--- src/tsu_pkg.sv ---
package tsu_pkg;
  // register byte offsets
  localparam logic [11:0] TSU_GENCS_OFS = 12'h000;
  localparam logic [11:0] TSU_START_OFS = 12'h004;
  localparam logic [11:0] TSU_IRQ_STAT_OFS = 12'h008;
  localparam logic [11:0] TSU_IRQ_MASK_OFS = 12'h00c;

  // general control/status field positions
  localparam int TSU_SCANS_PER_ELECTRODE_MSB = 12;
  localparam int TSU_SCANS_PER_ELECTRODE_LSB = 8;
  localparam int TSU_EN_BIT = 7;
  localparam int TSU_IEN_BIT = 6;
  localparam int TSU_LOW_POWER_RUN_ENABLE_BIT = 5;
  localparam int TSU_STM_BIT = 4;
  localparam int TSU_SCAN_ACTIVE_BIT = 3;
  localparam int TSU_END_OF_SCAN_FLAG_BIT = 2;
  localparam int TSU_CURRENT_SOURCE_SWAP_BIT = 1;
  localparam int TSU_RSVD_BIT = 0;
  localparam int TSU_SWSTART_BIT = 0;
  localparam int TSU_IRQ_EOS_BIT = 0;

  localparam int TSU_SCANS_PER_ELECTRODE_W = 5;
  localparam logic [TSU_SCANS_PER_ELECTRODE_W-1:0] TSU_SCANS_PER_ELECTRODE_RST = 5'h00;
  localparam logic TSU_BIT_RST = 1'b0;
  localparam logic TSU_MASK_RST = 1'b1;
  localparam logic [31:0] TSU_ZERO_WORD = 32'h0000_0000;

  // timing: bias settle and one electrode scan, rounded up to whole cycles
  localparam int TSU_CLK_PS = 4000;
  localparam int TSU_SETTLE_NS = 100;
  localparam int TSU_SCAN_NS = 40;
  localparam int TSU_SETTLE_CYC = (TSU_SETTLE_NS * 1000 + TSU_CLK_PS - 1) / TSU_CLK_PS;
  localparam int TSU_SCAN_CYC = (TSU_SCAN_NS * 1000 + TSU_CLK_PS - 1) / TSU_CLK_PS;
  localparam int TSU_CNT_W = 8;
  localparam logic [TSU_CNT_W-1:0] TSU_SETTLE_LAST = TSU_CNT_W'(TSU_SETTLE_CYC - 1);
  localparam logic [TSU_CNT_W-1:0] TSU_SCAN_LAST = TSU_CNT_W'(TSU_SCAN_CYC - 1);
  localparam logic [TSU_CNT_W-1:0] TSU_CNT_ZERO = 8'h00;
  localparam logic [TSU_CNT_W-1:0] TSU_CNT_ONE = 8'h01;

  typedef enum logic [1:0] {TSU_IDLE, TSU_SETTLE, TSU_SCAN} tsu_seq_e;
endpackage : tsu_pkg

--- src/tsu_scan_if.sv ---
interface tsu_scan_if;
  import tsu_pkg::*;
  logic start;
  logic run_en;
  logic [TSU_SCANS_PER_ELECTRODE_W-1:0] nscan;
  logic active;
  logic busy;
  logic done;
  modport ctl (output start, output run_en, output nscan, input active, input busy, input done);
  modport seq (input start, input run_en, input nscan, output active, output busy, output done);
endinterface : tsu_scan_if

--- src/tsu_gen_ctrl.sv ---
// The address map and the APB register port were decided locally.
module tsu_gen_ctrl
  import tsu_pkg::*;
(
  input wire logic ref_clk,
  input wire logic rst_n,
  input wire logic clk_en,
  input wire logic psel,
  input wire logic penable,
  input wire logic pwrite,
  input wire logic [11:0] paddr,
  input wire logic [31:0] pwdata,
  output logic [31:0] prdata,
  output logic pready,
  output logic pslverr,
  input wire logic hw_trigger,
  input wire logic low_power,
  output logic irq,
  output logic wakeup,
  output logic unit_on,
  output logic scan_active,
  output logic current_source_swap
);
  tsu_scan_if sif ();

  logic [TSU_SCANS_PER_ELECTRODE_W-1:0] nscan_r;
  logic en_r, ien_r, low_power_run_enable_r, stm_r, eos_r, current_source_swap_r;
  logic irq_stat_r, irq_mask_r;
  logic pready_r, pslverr_r, irq_r, wakeup_r, unit_on_r;
  logic [31:0] prdata_r;
  logic [31:0] gencs_rd;

  // decode
  wire setup = psel && !penable;
  wire access = psel && penable && pready_r;
  wire wr = access && pwrite;
  wire hit_gencs = paddr == TSU_GENCS_OFS;
  wire hit_start = paddr == TSU_START_OFS;
  wire hit_stat = paddr == TSU_IRQ_STAT_OFS;
  wire hit_mask = paddr == TSU_IRQ_MASK_OFS;
  wire hit_any = hit_gencs || hit_start || hit_stat || hit_mask;
  wire wr_gencs = wr && hit_gencs;
  wire wr_start = wr && hit_start;
  wire wr_stat = wr && hit_stat;
  wire wr_mask = wr && hit_mask;

  // low power stops the unit unless told to keep running
  wire run_en = en_r && (!low_power || low_power_run_enable_r);
  wire sw_trig = wr_start && pwdata[TSU_SWSTART_BIT] && !stm_r;
  wire hw_trig = hw_trigger && stm_r;
  // triggers arriving mid-scan are dropped; the sequencer only listens when idle
  wire trig = run_en && !sif.busy && (sw_trig || hw_trig);
  wire eos_clr = wr_gencs && pwdata[TSU_END_OF_SCAN_FLAG_BIT];
  wire stat_clr = wr_stat && pwdata[TSU_IRQ_EOS_BIT];
  wire irq_nxt = ien_r && irq_stat_r && irq_mask_r;
  wire [31:0] rd_nxt = hit_gencs ? gencs_rd :
                       hit_stat ? {31'h0000_0000, irq_stat_r} :
                       hit_mask ? {31'h0000_0000, irq_mask_r} : TSU_ZERO_WORD;

  assign sif.start = trig;
  assign sif.run_en = run_en;
  assign sif.nscan = nscan_r;

  tsu_scan_seq u_seq (
    .ref_clk(ref_clk),
    .rst_n(rst_n),
    .clk_en(clk_en),
    .sif(sif)
  );

  always_comb begin
    gencs_rd = TSU_ZERO_WORD;
    gencs_rd[TSU_SCANS_PER_ELECTRODE_MSB:TSU_SCANS_PER_ELECTRODE_LSB] = nscan_r;
    gencs_rd[TSU_EN_BIT] = en_r;
    gencs_rd[TSU_IEN_BIT] = ien_r;
    gencs_rd[TSU_LOW_POWER_RUN_ENABLE_BIT] = low_power_run_enable_r;
    gencs_rd[TSU_STM_BIT] = stm_r;
    gencs_rd[TSU_SCAN_ACTIVE_BIT] = sif.active;
    gencs_rd[TSU_END_OF_SCAN_FLAG_BIT] = eos_r;
    gencs_rd[TSU_CURRENT_SOURCE_SWAP_BIT] = current_source_swap_r;
    gencs_rd[TSU_RSVD_BIT] = 1'b0;
  end

  // control fields
  always_ff @(posedge ref_clk or negedge rst_n) begin
    if (!rst_n) begin
      nscan_r <= TSU_SCANS_PER_ELECTRODE_RST;
      en_r <= TSU_BIT_RST;
      ien_r <= TSU_BIT_RST;
      low_power_run_enable_r <= TSU_BIT_RST;
      stm_r <= TSU_BIT_RST;
      current_source_swap_r <= TSU_BIT_RST;
      irq_mask_r <= TSU_MASK_RST;
    end else if (clk_en) begin
      if (wr_gencs) begin
        nscan_r <= pwdata[TSU_SCANS_PER_ELECTRODE_MSB:TSU_SCANS_PER_ELECTRODE_LSB];
        en_r <= pwdata[TSU_EN_BIT];
        ien_r <= pwdata[TSU_IEN_BIT];
        low_power_run_enable_r <= pwdata[TSU_LOW_POWER_RUN_ENABLE_BIT];
        stm_r <= pwdata[TSU_STM_BIT];
        current_source_swap_r <= pwdata[TSU_CURRENT_SOURCE_SWAP_BIT];
      end
      if (wr_mask) begin
        irq_mask_r <= pwdata[TSU_IRQ_EOS_BIT];
      end
    end
  end

  // sticky flags: a completion in the clearing cycle wins
  always_ff @(posedge ref_clk or negedge rst_n) begin
    if (!rst_n) begin
      eos_r <= TSU_BIT_RST;
      irq_stat_r <= TSU_BIT_RST;
    end else if (clk_en) begin
      eos_r <= sif.done || (eos_r && !eos_clr);
      irq_stat_r <= sif.done || (irq_stat_r && !stat_clr);
    end
  end

  // bus slave: answer prepared in setup, zero wait states
  always_ff @(posedge ref_clk or negedge rst_n) begin
    if (!rst_n) begin
      pready_r <= 1'b0;
      pslverr_r <= 1'b0;
      prdata_r <= TSU_ZERO_WORD;
    end else if (clk_en) begin
      pready_r <= setup;
      pslverr_r <= setup && !hit_any;
      prdata_r <= setup && !pwrite ? rd_nxt : TSU_ZERO_WORD;
    end
  end

  always_ff @(posedge ref_clk or negedge rst_n) begin
    if (!rst_n) begin
      irq_r <= 1'b0;
      wakeup_r <= 1'b0;
      unit_on_r <= 1'b0;
    end else if (clk_en) begin
      irq_r <= irq_nxt;
      wakeup_r <= irq_nxt && low_power;
      unit_on_r <= run_en;
    end
  end

  assign prdata = prdata_r;
  assign pready = pready_r;
  assign pslverr = pslverr_r;
  assign irq = irq_r;
  assign wakeup = wakeup_r;
  assign unit_on = unit_on_r;
  assign scan_active = sif.active;
  assign current_source_swap = current_source_swap_r;

  property p_count_field;
    @(posedge ref_clk) disable iff (!rst_n || !clk_en)
      wr_gencs |=> gencs_rd[TSU_SCANS_PER_ELECTRODE_MSB:TSU_SCANS_PER_ELECTRODE_LSB] == $past(pwdata[TSU_SCANS_PER_ELECTRODE_MSB:TSU_SCANS_PER_ELECTRODE_LSB]);
  endproperty
  a_count_field: assert property (p_count_field) else $error("count field not stored");

  property p_disabled_idle;
    @(posedge ref_clk) disable iff (!rst_n || !clk_en)
      !en_r |=> !sif.busy && !unit_on;
  endproperty
  a_disabled_idle: assert property (p_disabled_idle) else $error("disabled unit still busy");

  property p_irq_gate;
    @(posedge ref_clk) disable iff (!rst_n || !clk_en)
      (ien_r && irq_stat_r && irq_mask_r) |=> irq;
  endproperty
  a_irq_gate: assert property (p_irq_gate) else $error("enabled interrupt not raised");

  property p_irq_off;
    @(posedge ref_clk) disable iff (!rst_n || !clk_en)
      !ien_r |=> !irq;
  endproperty
  a_irq_off: assert property (p_irq_off) else $error("interrupt raised while disabled");

  property p_wake;
    @(posedge ref_clk) disable iff (!rst_n || !clk_en)
      sif.done && ien_r && irq_mask_r && low_power ##1 (ien_r && irq_mask_r && low_power)
        |=> wakeup;
  endproperty
  a_wake: assert property (p_wake) else $error("no wake on scan completion");

  property p_low_power_stop;
    @(posedge ref_clk) disable iff (!rst_n || !clk_en)
      low_power && !low_power_run_enable_r |=> !sif.busy;
  endproperty
  a_low_power_stop: assert property (p_low_power_stop) else $error("ran in low power");

  property p_hw_ignored;
    @(posedge ref_clk) disable iff (!rst_n || !clk_en)
      !stm_r && !sif.busy && hw_trigger && !sw_trig |=> !sif.busy;
  endproperty
  a_hw_ignored: assert property (p_hw_ignored) else $error("hw trigger in sw mode");

  property p_sw_start;
    @(posedge ref_clk) disable iff (!rst_n || !clk_en)
      sw_trig && run_en && !sif.busy ##1 run_en |-> sif.busy;
  endproperty
  a_sw_start: assert property (p_sw_start) else $error("software start ignored");

  property p_hw_start;
    @(posedge ref_clk) disable iff (!rst_n || !clk_en)
      hw_trig && run_en && !sif.busy ##1 run_en |-> sif.busy;
  endproperty
  a_hw_start: assert property (p_hw_start) else $error("hardware trigger ignored");

  property p_active_eos;
    @(posedge ref_clk) disable iff (!rst_n || !clk_en)
      $fell(sif.active) && run_en && $past(run_en) |-> $rose(eos_r) || sif.done || eos_r;
  endproperty
  a_active_eos: assert property (p_active_eos) else $error("scan ended without end flag");

  property p_done_both;
    @(posedge ref_clk) disable iff (!rst_n || !clk_en)
      sif.done |=> !sif.active && eos_r;
  endproperty
  a_done_both: assert property (p_done_both) else $error("end flag and active out of step");

  property p_eos_w1c;
    @(posedge ref_clk) disable iff (!rst_n || !clk_en)
      eos_r && eos_clr && !sif.done |=> !eos_r;
  endproperty
  a_eos_w1c: assert property (p_eos_w1c) else $error("end flag not cleared");

  property p_eos_w0;
    @(posedge ref_clk) disable iff (!rst_n || !clk_en)
      eos_r && wr_gencs && !pwdata[TSU_END_OF_SCAN_FLAG_BIT] |=> eos_r;
  endproperty
  a_eos_w0: assert property (p_eos_w0) else $error("zero write cleared end flag");

  property p_rsvd;
    @(posedge ref_clk) disable iff (!rst_n || !clk_en)
      pready && hit_gencs |-> !prdata[TSU_RSVD_BIT];
  endproperty
  a_rsvd: assert property (p_rsvd) else $error("reserved bit read as one");

  c_sw_scan: cover property (@(posedge ref_clk) disable iff (!rst_n) sw_trig ##[1:400] sif.done);
  c_hw_scan: cover property (@(posedge ref_clk) disable iff (!rst_n) hw_trig ##[1:400] sif.done);
  c_clear_race: cover property (@(posedge ref_clk) disable iff (!rst_n) eos_clr && sif.done);
  c_wake: cover property (@(posedge ref_clk) disable iff (!rst_n) wakeup);
endmodule : tsu_gen_ctrl

--- src/tsu_scan_seq.sv ---
module tsu_scan_seq
  import tsu_pkg::*;
(
  input wire logic ref_clk,
  input wire logic rst_n,
  input wire logic clk_en,
  tsu_scan_if.seq sif
);
  tsu_seq_e state_r, state_nxt;
  logic [TSU_CNT_W-1:0] cyc_r, cyc_nxt;
  logic [TSU_SCANS_PER_ELECTRODE_W-1:0] scan_r, scan_nxt, nscan_r, nscan_nxt;
  logic active_r, busy_r;
  wire settle_last = cyc_r == TSU_SETTLE_LAST;
  wire scan_last = cyc_r == TSU_SCAN_LAST;
  wire final_scan = scan_r == nscan_r;
  wire done_nxt = sif.run_en && state_r == TSU_SCAN && scan_last && final_scan;

  always_comb begin
    state_nxt = state_r;
    cyc_nxt = cyc_r + TSU_CNT_ONE;
    scan_nxt = scan_r;
    nscan_nxt = nscan_r;
    unique case (state_r)
      TSU_IDLE: begin
        cyc_nxt = TSU_CNT_ZERO;
        if (sif.start) begin
          state_nxt = TSU_SETTLE;
          nscan_nxt = sif.nscan; // latched so a mid-scan write cannot cut the burst
        end
      end
      TSU_SETTLE: begin
        if (settle_last) begin
          state_nxt = TSU_SCAN;
          cyc_nxt = TSU_CNT_ZERO;
          scan_nxt = '0;
        end
      end
      TSU_SCAN: begin
        if (scan_last) begin
          cyc_nxt = TSU_CNT_ZERO;
          if (final_scan) begin
            state_nxt = TSU_IDLE;
          end else begin
            scan_nxt = scan_r + 5'h01;
          end
        end
      end
    endcase
    if (!sif.run_en) begin
      state_nxt = TSU_IDLE;
      cyc_nxt = TSU_CNT_ZERO;
    end
  end

  always_ff @(posedge ref_clk or negedge rst_n) begin
    if (!rst_n) begin
      state_r <= TSU_IDLE;
      cyc_r <= TSU_CNT_ZERO;
      scan_r <= '0;
      nscan_r <= TSU_SCANS_PER_ELECTRODE_RST;
      active_r <= 1'b0;
      busy_r <= 1'b0;
    end else if (clk_en) begin
      state_r <= state_nxt;
      cyc_r <= cyc_nxt;
      scan_r <= scan_nxt;
      nscan_r <= nscan_nxt;
      active_r <= state_nxt == TSU_SCAN;
      busy_r <= state_nxt != TSU_IDLE;
    end
  end

  assign sif.active = active_r;
  // unregistered so the end flag lands on the edge where active drops
  assign sif.done = done_nxt;
  assign sif.busy = busy_r;

  property p_scan_count;
    @(posedge ref_clk) disable iff (!rst_n || !clk_en)
      done_nxt |-> scan_r == nscan_r;
  endproperty
  a_scan_count: assert property (p_scan_count) else $error("burst ended on wrong scan count");

  property p_settle_first;
    @(posedge ref_clk) disable iff (!rst_n || !clk_en)
      $rose(active_r) |-> $past(state_r) == TSU_SETTLE && $past(cyc_r) == TSU_SETTLE_LAST;
  endproperty
  a_settle_first: assert property (p_settle_first) else $error("scan began before settle");
endmodule : tsu_scan_seq

--- config.mk ---
export PLATFORM = sky130hd
export DESIGN_NAME = tsu_gen_ctrl
export DESIGN_NICKNAME = d
export VERILOG_FILES = /design/src/tsu_pkg.sv /design/src/tsu_scan_if.sv /design/src/tsu_gen_ctrl.sv /design/src/tsu_scan_seq.sv
export SDC_FILE = /design/constraint.sdc
export NUM_CORES = 1
export LEC_CHECK = 0
export ABC_AREA = 1
export BUFFER_PORTS_ARGS = -buffer_cell sky130_fd_sc_hd__buf_2
export CORE_UTILIZATION = 51
export DETAILED_ROUTE_END_ITERATION = 8
export HOLD_SLACK_MARGIN = 0.08
export PLACE_DENSITY = 0.78
export SLEW_MARGIN = 20
export SYNTH_ARGS = -nofsm -noshare
export SYNTH_HDL_FRONTEND = slang
export SYNTH_SLANG_ARGS = --single-unit
--- constraint.sdc ---
create_clock -name ref_clk -period 1.9 [get_ports ref_clk]
set_clock_uncertainty 0.15 [all_clocks]
set_input_delay 0.38 -clock ref_clk [delete_from_list [all_inputs] [get_ports ref_clk]]
set_output_delay 0.38 -clock ref_clk [all_outputs]
set_load 0.02 [all_outputs]
== After elaboration in Yosys (flattened, before gate mapping) ==
Index checks and enable logic that the tools add are counted.
Cells by class
  eq/ne operators: 12
  reductions and logical operators: 49
  add/subtract/negate cells: 2
  mux-type cells: 18
Operators with widths (count)
  $logic_and A1 B1 Y1: 26
  $mux W13: 2
  $eq A12 B4 Y1 const B: 2
  $mux W8: 3
  $pmux W8 S3: 1
  $mux W5: 3
  $eq A12 B3 Y1 const B: 1
  $logic_not A12 Y1: 1
  $mux W2: 5
  $pmux W5 S2: 1
  $add A8 B1 Y8 const B: 1
  $eq A8 B4 Y1 const B: 1
  $eq A8 B5 Y1 const B: 1
  $logic_not A1 Y1: 8
  $logic_or A1 B1 Y1: 7
  $pmux W2 S3: 1
  $add A5 B1 Y5 const B: 1
  $eq A5 B5 Y1: 1
  $reduce_and A5 Y1: 1
  $eq A2 B2 Y1 const B: 2
  $ne A2 B1 Y1 const B: 2
  $reduce_and A2 Y1: 2
  $reduce_bool A2 Y1: 2
  $reduce_and A3 Y1: 1
  other kinds (4): 5
Storage, ports and cells
  output and inout port bits: 39
  word-level logic and storage cells: 102
  flip-flop bits (word level): 72
  bits of input ports: 52

== Depth between registers and ports, before layout ==
Gate-level depths: netlist of the first run.
  depth in word-level cells: 12
  gate-level depth with buffers: 13
  mapped depth without buffers: 13

== By module ==
From an unflattened synthesis of the first run, not the netlist that was laid out.
Unflattened totals
  cells, all modules: 367
  area, all modules: 2895.3 sq um
By module, submodules not included
  tsu_gen_ctrl: cells an instance 189, area an instance 1534.0 sq um, seq. area each 777.0 sq um, instances 1
  tsu_scan_seq: cells an instance 178, area an instance 1361.3 sq um, seq. area each 550.5 sq um, instances 1

== Worst setup path before layout of the first run ==
No wires, ideal clock.
  kind: reg2reg
  start point: reg u_seq.state_r[1]
  end point: reg u_seq.cyc_r[2]
  clock period less this slack: 1.571 ns
  buffers on the path: 0
  required time: 1.658 ns
  arrival time: 1.330 ns
  stages on the path, launching flop included: 7
  library setup time: 0.092 ns
  setup slack: 0.329 ns
  cell sequence: dfrtp_1 > inv_1 > ha_1 > inv_1 > o21ai_2 > nand3_2 > o31ai_2
Between the ends
  cells in the longest elaborated chain, start to end: 3
  elaborated cells between the ends (all ways): 5
  classes of those cells: eq/ne (2); mux (2); reduce/logical (1)
RTL lines
  from (decl): line tsu_scan_seq.sv:9  | tsu_seq_e state_r, state_nxt;
  from (signal assigned): line tsu_scan_seq.sv:64  | state_r <= state_nxt;
  $eq A2 B2 Y1, or another cell as far along: line tsu_scan_seq.sv:23  | unique case (state_r)
  $pmux W8 S3 (*): line tsu_scan_seq.sv:23
  $mux W8 (*): line tsu_scan_seq.sv:49  | if (!sif.run_en) begin
  to (signal assigned): line tsu_scan_seq.sv:65  | cyc_r <= cyc_nxt;
  to (decl): line tsu_scan_seq.sv:10  | logic [TSU_CNT_W-1:0] cyc_r, cyc_nxt;
Every way passes the cells marked *; elsewhere a longest branch is shown, timed or not.
A chain may end at the register's enable or synchronous reset.

== Worst setup path after layout of the first run ==
Ends and elaborated chain as after synthesis.

==> flow_metrics.tcl, run 1 <==
set metrics [dict create \
    status "complete, no violations" \
    cts.path.max_buffers 2 \
    first_pass_iters 4 \
    fin_setup_tns_ns 0 \
    antenna_cells 0 \
    yosys.area_share.simple_pct 25.5 \
    synthAdderAreaFrac_pct 3.00 \
    synth_warnings 0 \
    portBuffers 51 \
    wl_um 5750 \
    async_flop_share_pct 100 \
    fmax_mhz 559 \
    synth_seq_area_share_pct 45.4 \
    clk_pin_slew_ns 0.11 \
    slowest_delay_ns 0.42 \
    gp_congestion 0.824 \
    insertion_delay_ns 0.31 \
    crit_top_cell "inv_1" \
    initial_core_util_pct 53.1 \
    dp_hpwl_um 4420 \
    rsz0062_at_grt "no" \
    synthXorXnorAreaFrac_pct 2.40 \
    dp_slack_ns 0.0991 \
    synthToLayoutAreaGrowth_pct 13.9 \
    cp.arrival_ns 1.87 \
    cellLeakagePower_uw 0.00170 \
    start_kind "flip-flop" \
    cts_root_buffer "clkbuf_8" \
    maxCapViolCount 0 \
    vias 2408 \
    grt_pass1_vias 2199 \
    yosysMostFrequentCell "nand2_1" \
    synth_common_cells "85 x nand2_1, 52 x dfrtp_1, 31 x inv_1" \
    ctsHtreeMaxLevel 2 \
    grt_overflow 0 \
    grt_max_degree 28 \
    nets 460 \
    synth_top_area_cell "dfrtp_1" \
    synth_compound_area_share_pct 11.2 \
    p_per_area_nw_per_um2 607 \
    setup_viol 0 \
    final_util_pct 60.5 \
    drive_gt1_share_pct 24.9 \
    cp_max_fo 8 \
    cp.buffers_inverters 2 \
    row_count 27 \
    mappedNetlistArea_um2 2920 \
    crit_family "compound AO/OA/AOI/OAI gates" \
    peakVddDrop_mv 0.429 \
    critical_path_class "flip-flop to flip-flop" \
    synthFlopType "dfrtp_1" \
    final.period_utilization_pct 94.2 \
    cts_setup_buffers 0 \
    post-route-drc-count 0 \
    die_h_um 77.7 \
    ant_nets 0 \
    routed_via_density 5.08 \
    synth_cells 343 \
    grt_pass1_wl_um 9890 \
    die_area_um2 6040 \
    syn_area_per_cell_um2 8.52 \
    numClockSinks 53 \
    synth_mux_area_share_pct 0 \
    die_x_um 77.7 \
    ys_ff_latch 53 \
    hp-class "primary input to flip-flop" \
    cts_tree "done" \
    drv_slew 0 \
    io_pins 91 \
    setup_ws_ns 0.111 \
    core_um2 5510 \
    synth_top_family_by_area "simple AND/OR/NAND/NOR gates" \
    worstPathRequired_ns 1.98 \
    avgRoutedWirePerCell_um 12.1 \
    crit_path_top_delay_cell "dfrtp_1" \
    cp_cell_sequence "inv_1 -> ha_1 -> inv_1 -> o21ai_2 -> nand3_4 -> o31ai_2" \
    period_needed_ns 1.79 \
    synth-edff-count 0 \
    synthTopCellsByArea "dfrtp_1 45%, nand2_1 11%, buf_4 4.9%, inv_1 4.0%, a32o_1 3.8%" \
    hold_violations 0 \
    drt_iter0_markers 148 \
    cp-end-kind "flip-flop" \
    synth_cell_types 38 \
    numCtsBuffers 5 \
    antenna_found_initial 0 \
    synth_top_area_share_pct 44.5 \
    gr-usage-all-layers_pct 20.7 \
]
-- where the power goes --
part / leakage (uW) / internal (uW) / switching, uW / total, uW
clock network: 0.0000506 / 276 / 411 / 687
registers: 0.000692 / 1140 / 10.0 / 1150
logic: 0.000961 / 59.8 / 126 / 186
-- final timing paths --
path                                               from  cells past startpoint                         end  slack (ns)
max reg2reg                u_seq.state_r[1]$_DFFE_PN0P_                      6  u_seq.cyc_r[2]$_DFFE_PN0P_        0.11
min                                              pwrite                      2       prdata[6]$_DFFE_PN0P_        0.12
min in group asynchronous                         rst_n                      2         unit_on$_DFFE_PN0P_        0.31
max in group asynchronous                         rst_n                      3      irq_mask_r$_DFFE_PN1P_        0.80
max                        u_seq.state_r[1]$_DFFE_PN0P_                      6  u_seq.cyc_r[2]$_DFFE_PN0P_        0.11
min reg2reg                       prdata[0]$_DFFE_PN0P_                      2       prdata[0]$_DFFE_PN0P_        0.34
-- logic make-up after synthesis --
| kind of cell | after synthesis |
|---|---|
| and+or+nand+nor | 160 |
| buffers and inverters | 67 |
| DFF | 53 |
| AOI/OAI and AO/OA | 47 |
| xor gates and xnor gates | 8 |
| adders and majority gates | 7 |
| other | 1 |
-- registers in the layout, summed over array words and instances (netlist names), 2 cells and up --
signal         count
u_seq.cyc_r        8
u_seq.nscan_r      5
u_seq.scan_r       5
nscan_r            5
prdata            13
u_seq.state_r      2
-- layout by cell type (no fill, tap or decap), types with 3 or more instances in the layout --
cell,count
nand2_1,85
dfrtp_1,52
buf_2,51
inv_1,31
nor2_1,28
conb_1,19
nand3_1,16
o21ai_1,11
a32o_1,11
o21ai_0,7
ha_1,7
buf_4,7
nor2_2,6
nand3_2,6
inv_2,6
nand4_1,6
xor2_1,6
o22ai_1,6
clkbuf_8,5
a21oi_1,4
nor2_4,3
o21a_1,3
nor3_1,3
-- area by class of cell --
| type | count | area (um^2) |
|---|---|---|
| clock buffer | 5 | 68.8 |
| inverter | 39 | 146 |
| sequential | 53 | 1330 |
| multi-input combinational | 241 | 1310 |
| tap | 72 | 90.1 |
| clock inverter | 3 | 28.8 |
| fill | 464 | 2180 |
| timing repair buffer | 61 | 358 |
-- what timing repair did --
action	4_1_cts	5_1_grt
hold buffers	1	0
resized for setup	0	2
endpoints found under the setup margin	0	3
hold endpoints to repair	52	0
-- per-layer routing --
layer	vias to the layer above	track usage (%)	part of all wire, %
met5	-	0	0
met4	0	5.47	1.0
met3	6	5.41	6.0
met2	75	36.0	49
met1	1132	25.4	44
li1	1195	-	-
-- through the flow --
stage | total power (uW) | cells | hold WS (ns) | area [um^2]
global route | 2110 | 474 | 0.118 | 3330
detailed placement | 1350 | 465 | 0.122 | 3210
global placement | 1350 | 465 | 0.117 | 3210
CTS | 2040 | 474 | 0.115 | 3320
floorplan | 1300 | 361 | -0.0656 | 2990
finish | 2020 | 474 | 0.122 | 3330
Power figures use the tool's default switching activity.
==> inputs of run 2 (changes only) <==
--- a/config.mk
+++ b/config.mk
@@ -7,6 +7,7 @@
 export LEC_CHECK = 0
 export ABC_AREA = 1
 export BUFFER_PORTS_ARGS = -buffer_cell sky130_fd_sc_hd__buf_2
+export CORE_ASPECT_RATIO = 0.5
 export CORE_UTILIZATION = 51
 export DETAILED_ROUTE_END_ITERATION = 8
 export HOLD_SLACK_MARGIN = 0.08
==> flow_metrics.tcl, run 2 (same netlist as run 1, synthesis figures left out) <==
set metrics [dict create \
    status "complete, no violations" \
    routed_via_density 5.24 \
    first_pass_iters 4 \
    cp_max_fo 8 \
    fmax_mhz 547 \
    crit_family "compound AO/OA/AOI/OAI gates" \
    io_pins 91 \
    cellLeakagePower_uw 0.00173 \
    grt_max_degree 54 \
    worstPathRequired_ns 1.95 \
    peakVddDrop_mv 0.407 \
    nets 462 \
    gp_congestion 0.846 \
    slowest_delay_ns 0.42 \
    numCtsBuffers 5 \
    cp.arrival_ns 1.88 \
    hp-class "primary input to flip-flop" \
    die_h_um 55.5 \
    grt_overflow 0 \
    synthToLayoutAreaGrowth_pct 16.8 \
    drt_iter0_markers 161 \
    grt_pass1_wl_um 10900 \
    gr-usage-all-layers_pct 22.9 \
    slew_headroom_pct 66.2 \
    placed_area_um2 3210 \
    fill_cells 449 \
    initial_core_util_pct 53.2 \
    antenna_found_initial 0 \
    wl_met2_um 3170 \
    critical_path_class "flip-flop to flip-flop" \
    numClockSinks 53 \
    vias 2498 \
    core_um2 5490 \
    clk_pin_slew_ns 0.07 \
    cp-end-kind "flip-flop" \
    ctsHtreeMaxLevel 2 \
    final.period_utilization_pct 96.1 \
    die_area_um2 6060 \
    drv_slew 0 \
    p_per_area_nw_per_um2 672 \
    cp_cell_sequence "inv_1 -> ha_1 -> nand3_2 -> nor2_4 -> buf_4 -> o21ai_4 -> nand3_4 -> o31ai_2" \
    insertion_delay_ns 0.30 \
    min_from "pwrite" \
    grt_pass1_vias 2495 \
    post-route-drc-count 0 \
    cts_root_buffer "clkbuf_16" \
    maxCapViolCount 0 \
    tightest_slew_ns 0.502 \
    r2r_start "u_seq.cyc_r[0]$_DFFE_PN0P_" \
    final_area_um2 3420 \
    avgRoutedWirePerCell_um 13.5 \
    highest_layer "met4" \
    portBuffers 51 \
    report.power.total_uw 2290 \
    cts.path.max_buffers 2 \
    dp_hpwl_um 4490 \
    ant_nets 0 \
    crit_path_top_delay_cell "dfrtp_2" \
    wl_um 6420 \
    startpoint "u_seq.cyc_r[0]$_DFFE_PN0P_" \
    period_needed_ns 1.83 \
    antenna_cells 0 \
    start_kind "flip-flop" \
    hold_violations 0 \
    setup_viol 0 \
    die_x_um 109 \
    cts_tree "done" \
    mostFrequentLayoutCells "85 x nand2_1, 51 x dfrtp_1, 51 x buf_2" \
    layout.cells.most_common "nand2_1" \
    largest_reg_flops 13 \
    row_count 19 \
    fin_hold_ws_ns 0.156 \
    cp.buffers_inverters 2 \
    drive_gt1_share_pct 26.5 \
    drt-met1-wl_um 2800 \
    routed-wl-met3_um 305 \
]
## run 2: what timing repair did
action | CTS | global route
setup endpoints to repair | 0 | 16
hold buffers | 1 | 0
hold endpoints to repair | 52 | 0
setup buffers | 0 | 1
gates resized for setup | 0 | 8
## run 2: worst paths after layout
kind / to / slack, ns / cells past startpoint
setup / recovery: u_seq.cyc_r[2]$_DFFE_PN0P_ / 0.07 / 8
hold / removal: prdata[6]$_DFFE_PN0P_ / 0.16 / 2
setup reg to reg: u_seq.cyc_r[2]$_DFFE_PN0P_ / 0.07 / 8
hold reg to reg: prdata[0]$_DFFE_PN0P_ / 0.33 / 2
max in group asynchronous: irq_mask_r$_DFFE_PN1P_ / 0.87 / 3
min in group asynchronous: prdata[9]$_DFFE_PN0P_ / 0.46 / 3
## run 2: per-stage QoR
step / std cells / setup TNS (ns) / util, % / setup slack (ns)
floorplan: 361 / 0 / - / 0.329
global placement: 467 / 0 / 58.5 / 0.171
detailed placement: 467 / 0 / 58.5 / 0.0718
CTS: 476 / 0 / 61.4 / 0.0194
global route: 477 / -0.0182 / 62.2 / -0.0182
finish: 477 / 0 / 62.2 / 0.0732
## run 2: final cells by class
type                            count  area, um^2  area share [%]
Timing Repair Buffer               63         360            10.5
Multi-Input combinational cell    241        1340            39.1
Sequential cell                    53        1330            38.9
Inverter                           39         146            4.29
Clock buffer                        5         125            3.66
Tap cell                           73        91.3            2.67
Clock inverter                      3        28.8           0.842
## run 2: routing by layer
layer | global-route usage (%) | vias up
met1 | 29.4 | 1193
li1 | - | 1199
met2 | 38.7 | 87
met5 | 0 | -
met3 | 4.72 | 19
met4 | 7.34 | 0
## run 2: where the power goes
group          switching [uW]  internal, uW
Clock                     452           506
Combinational             132          57.7
Sequential               10.4          1140
Total                     594          1700
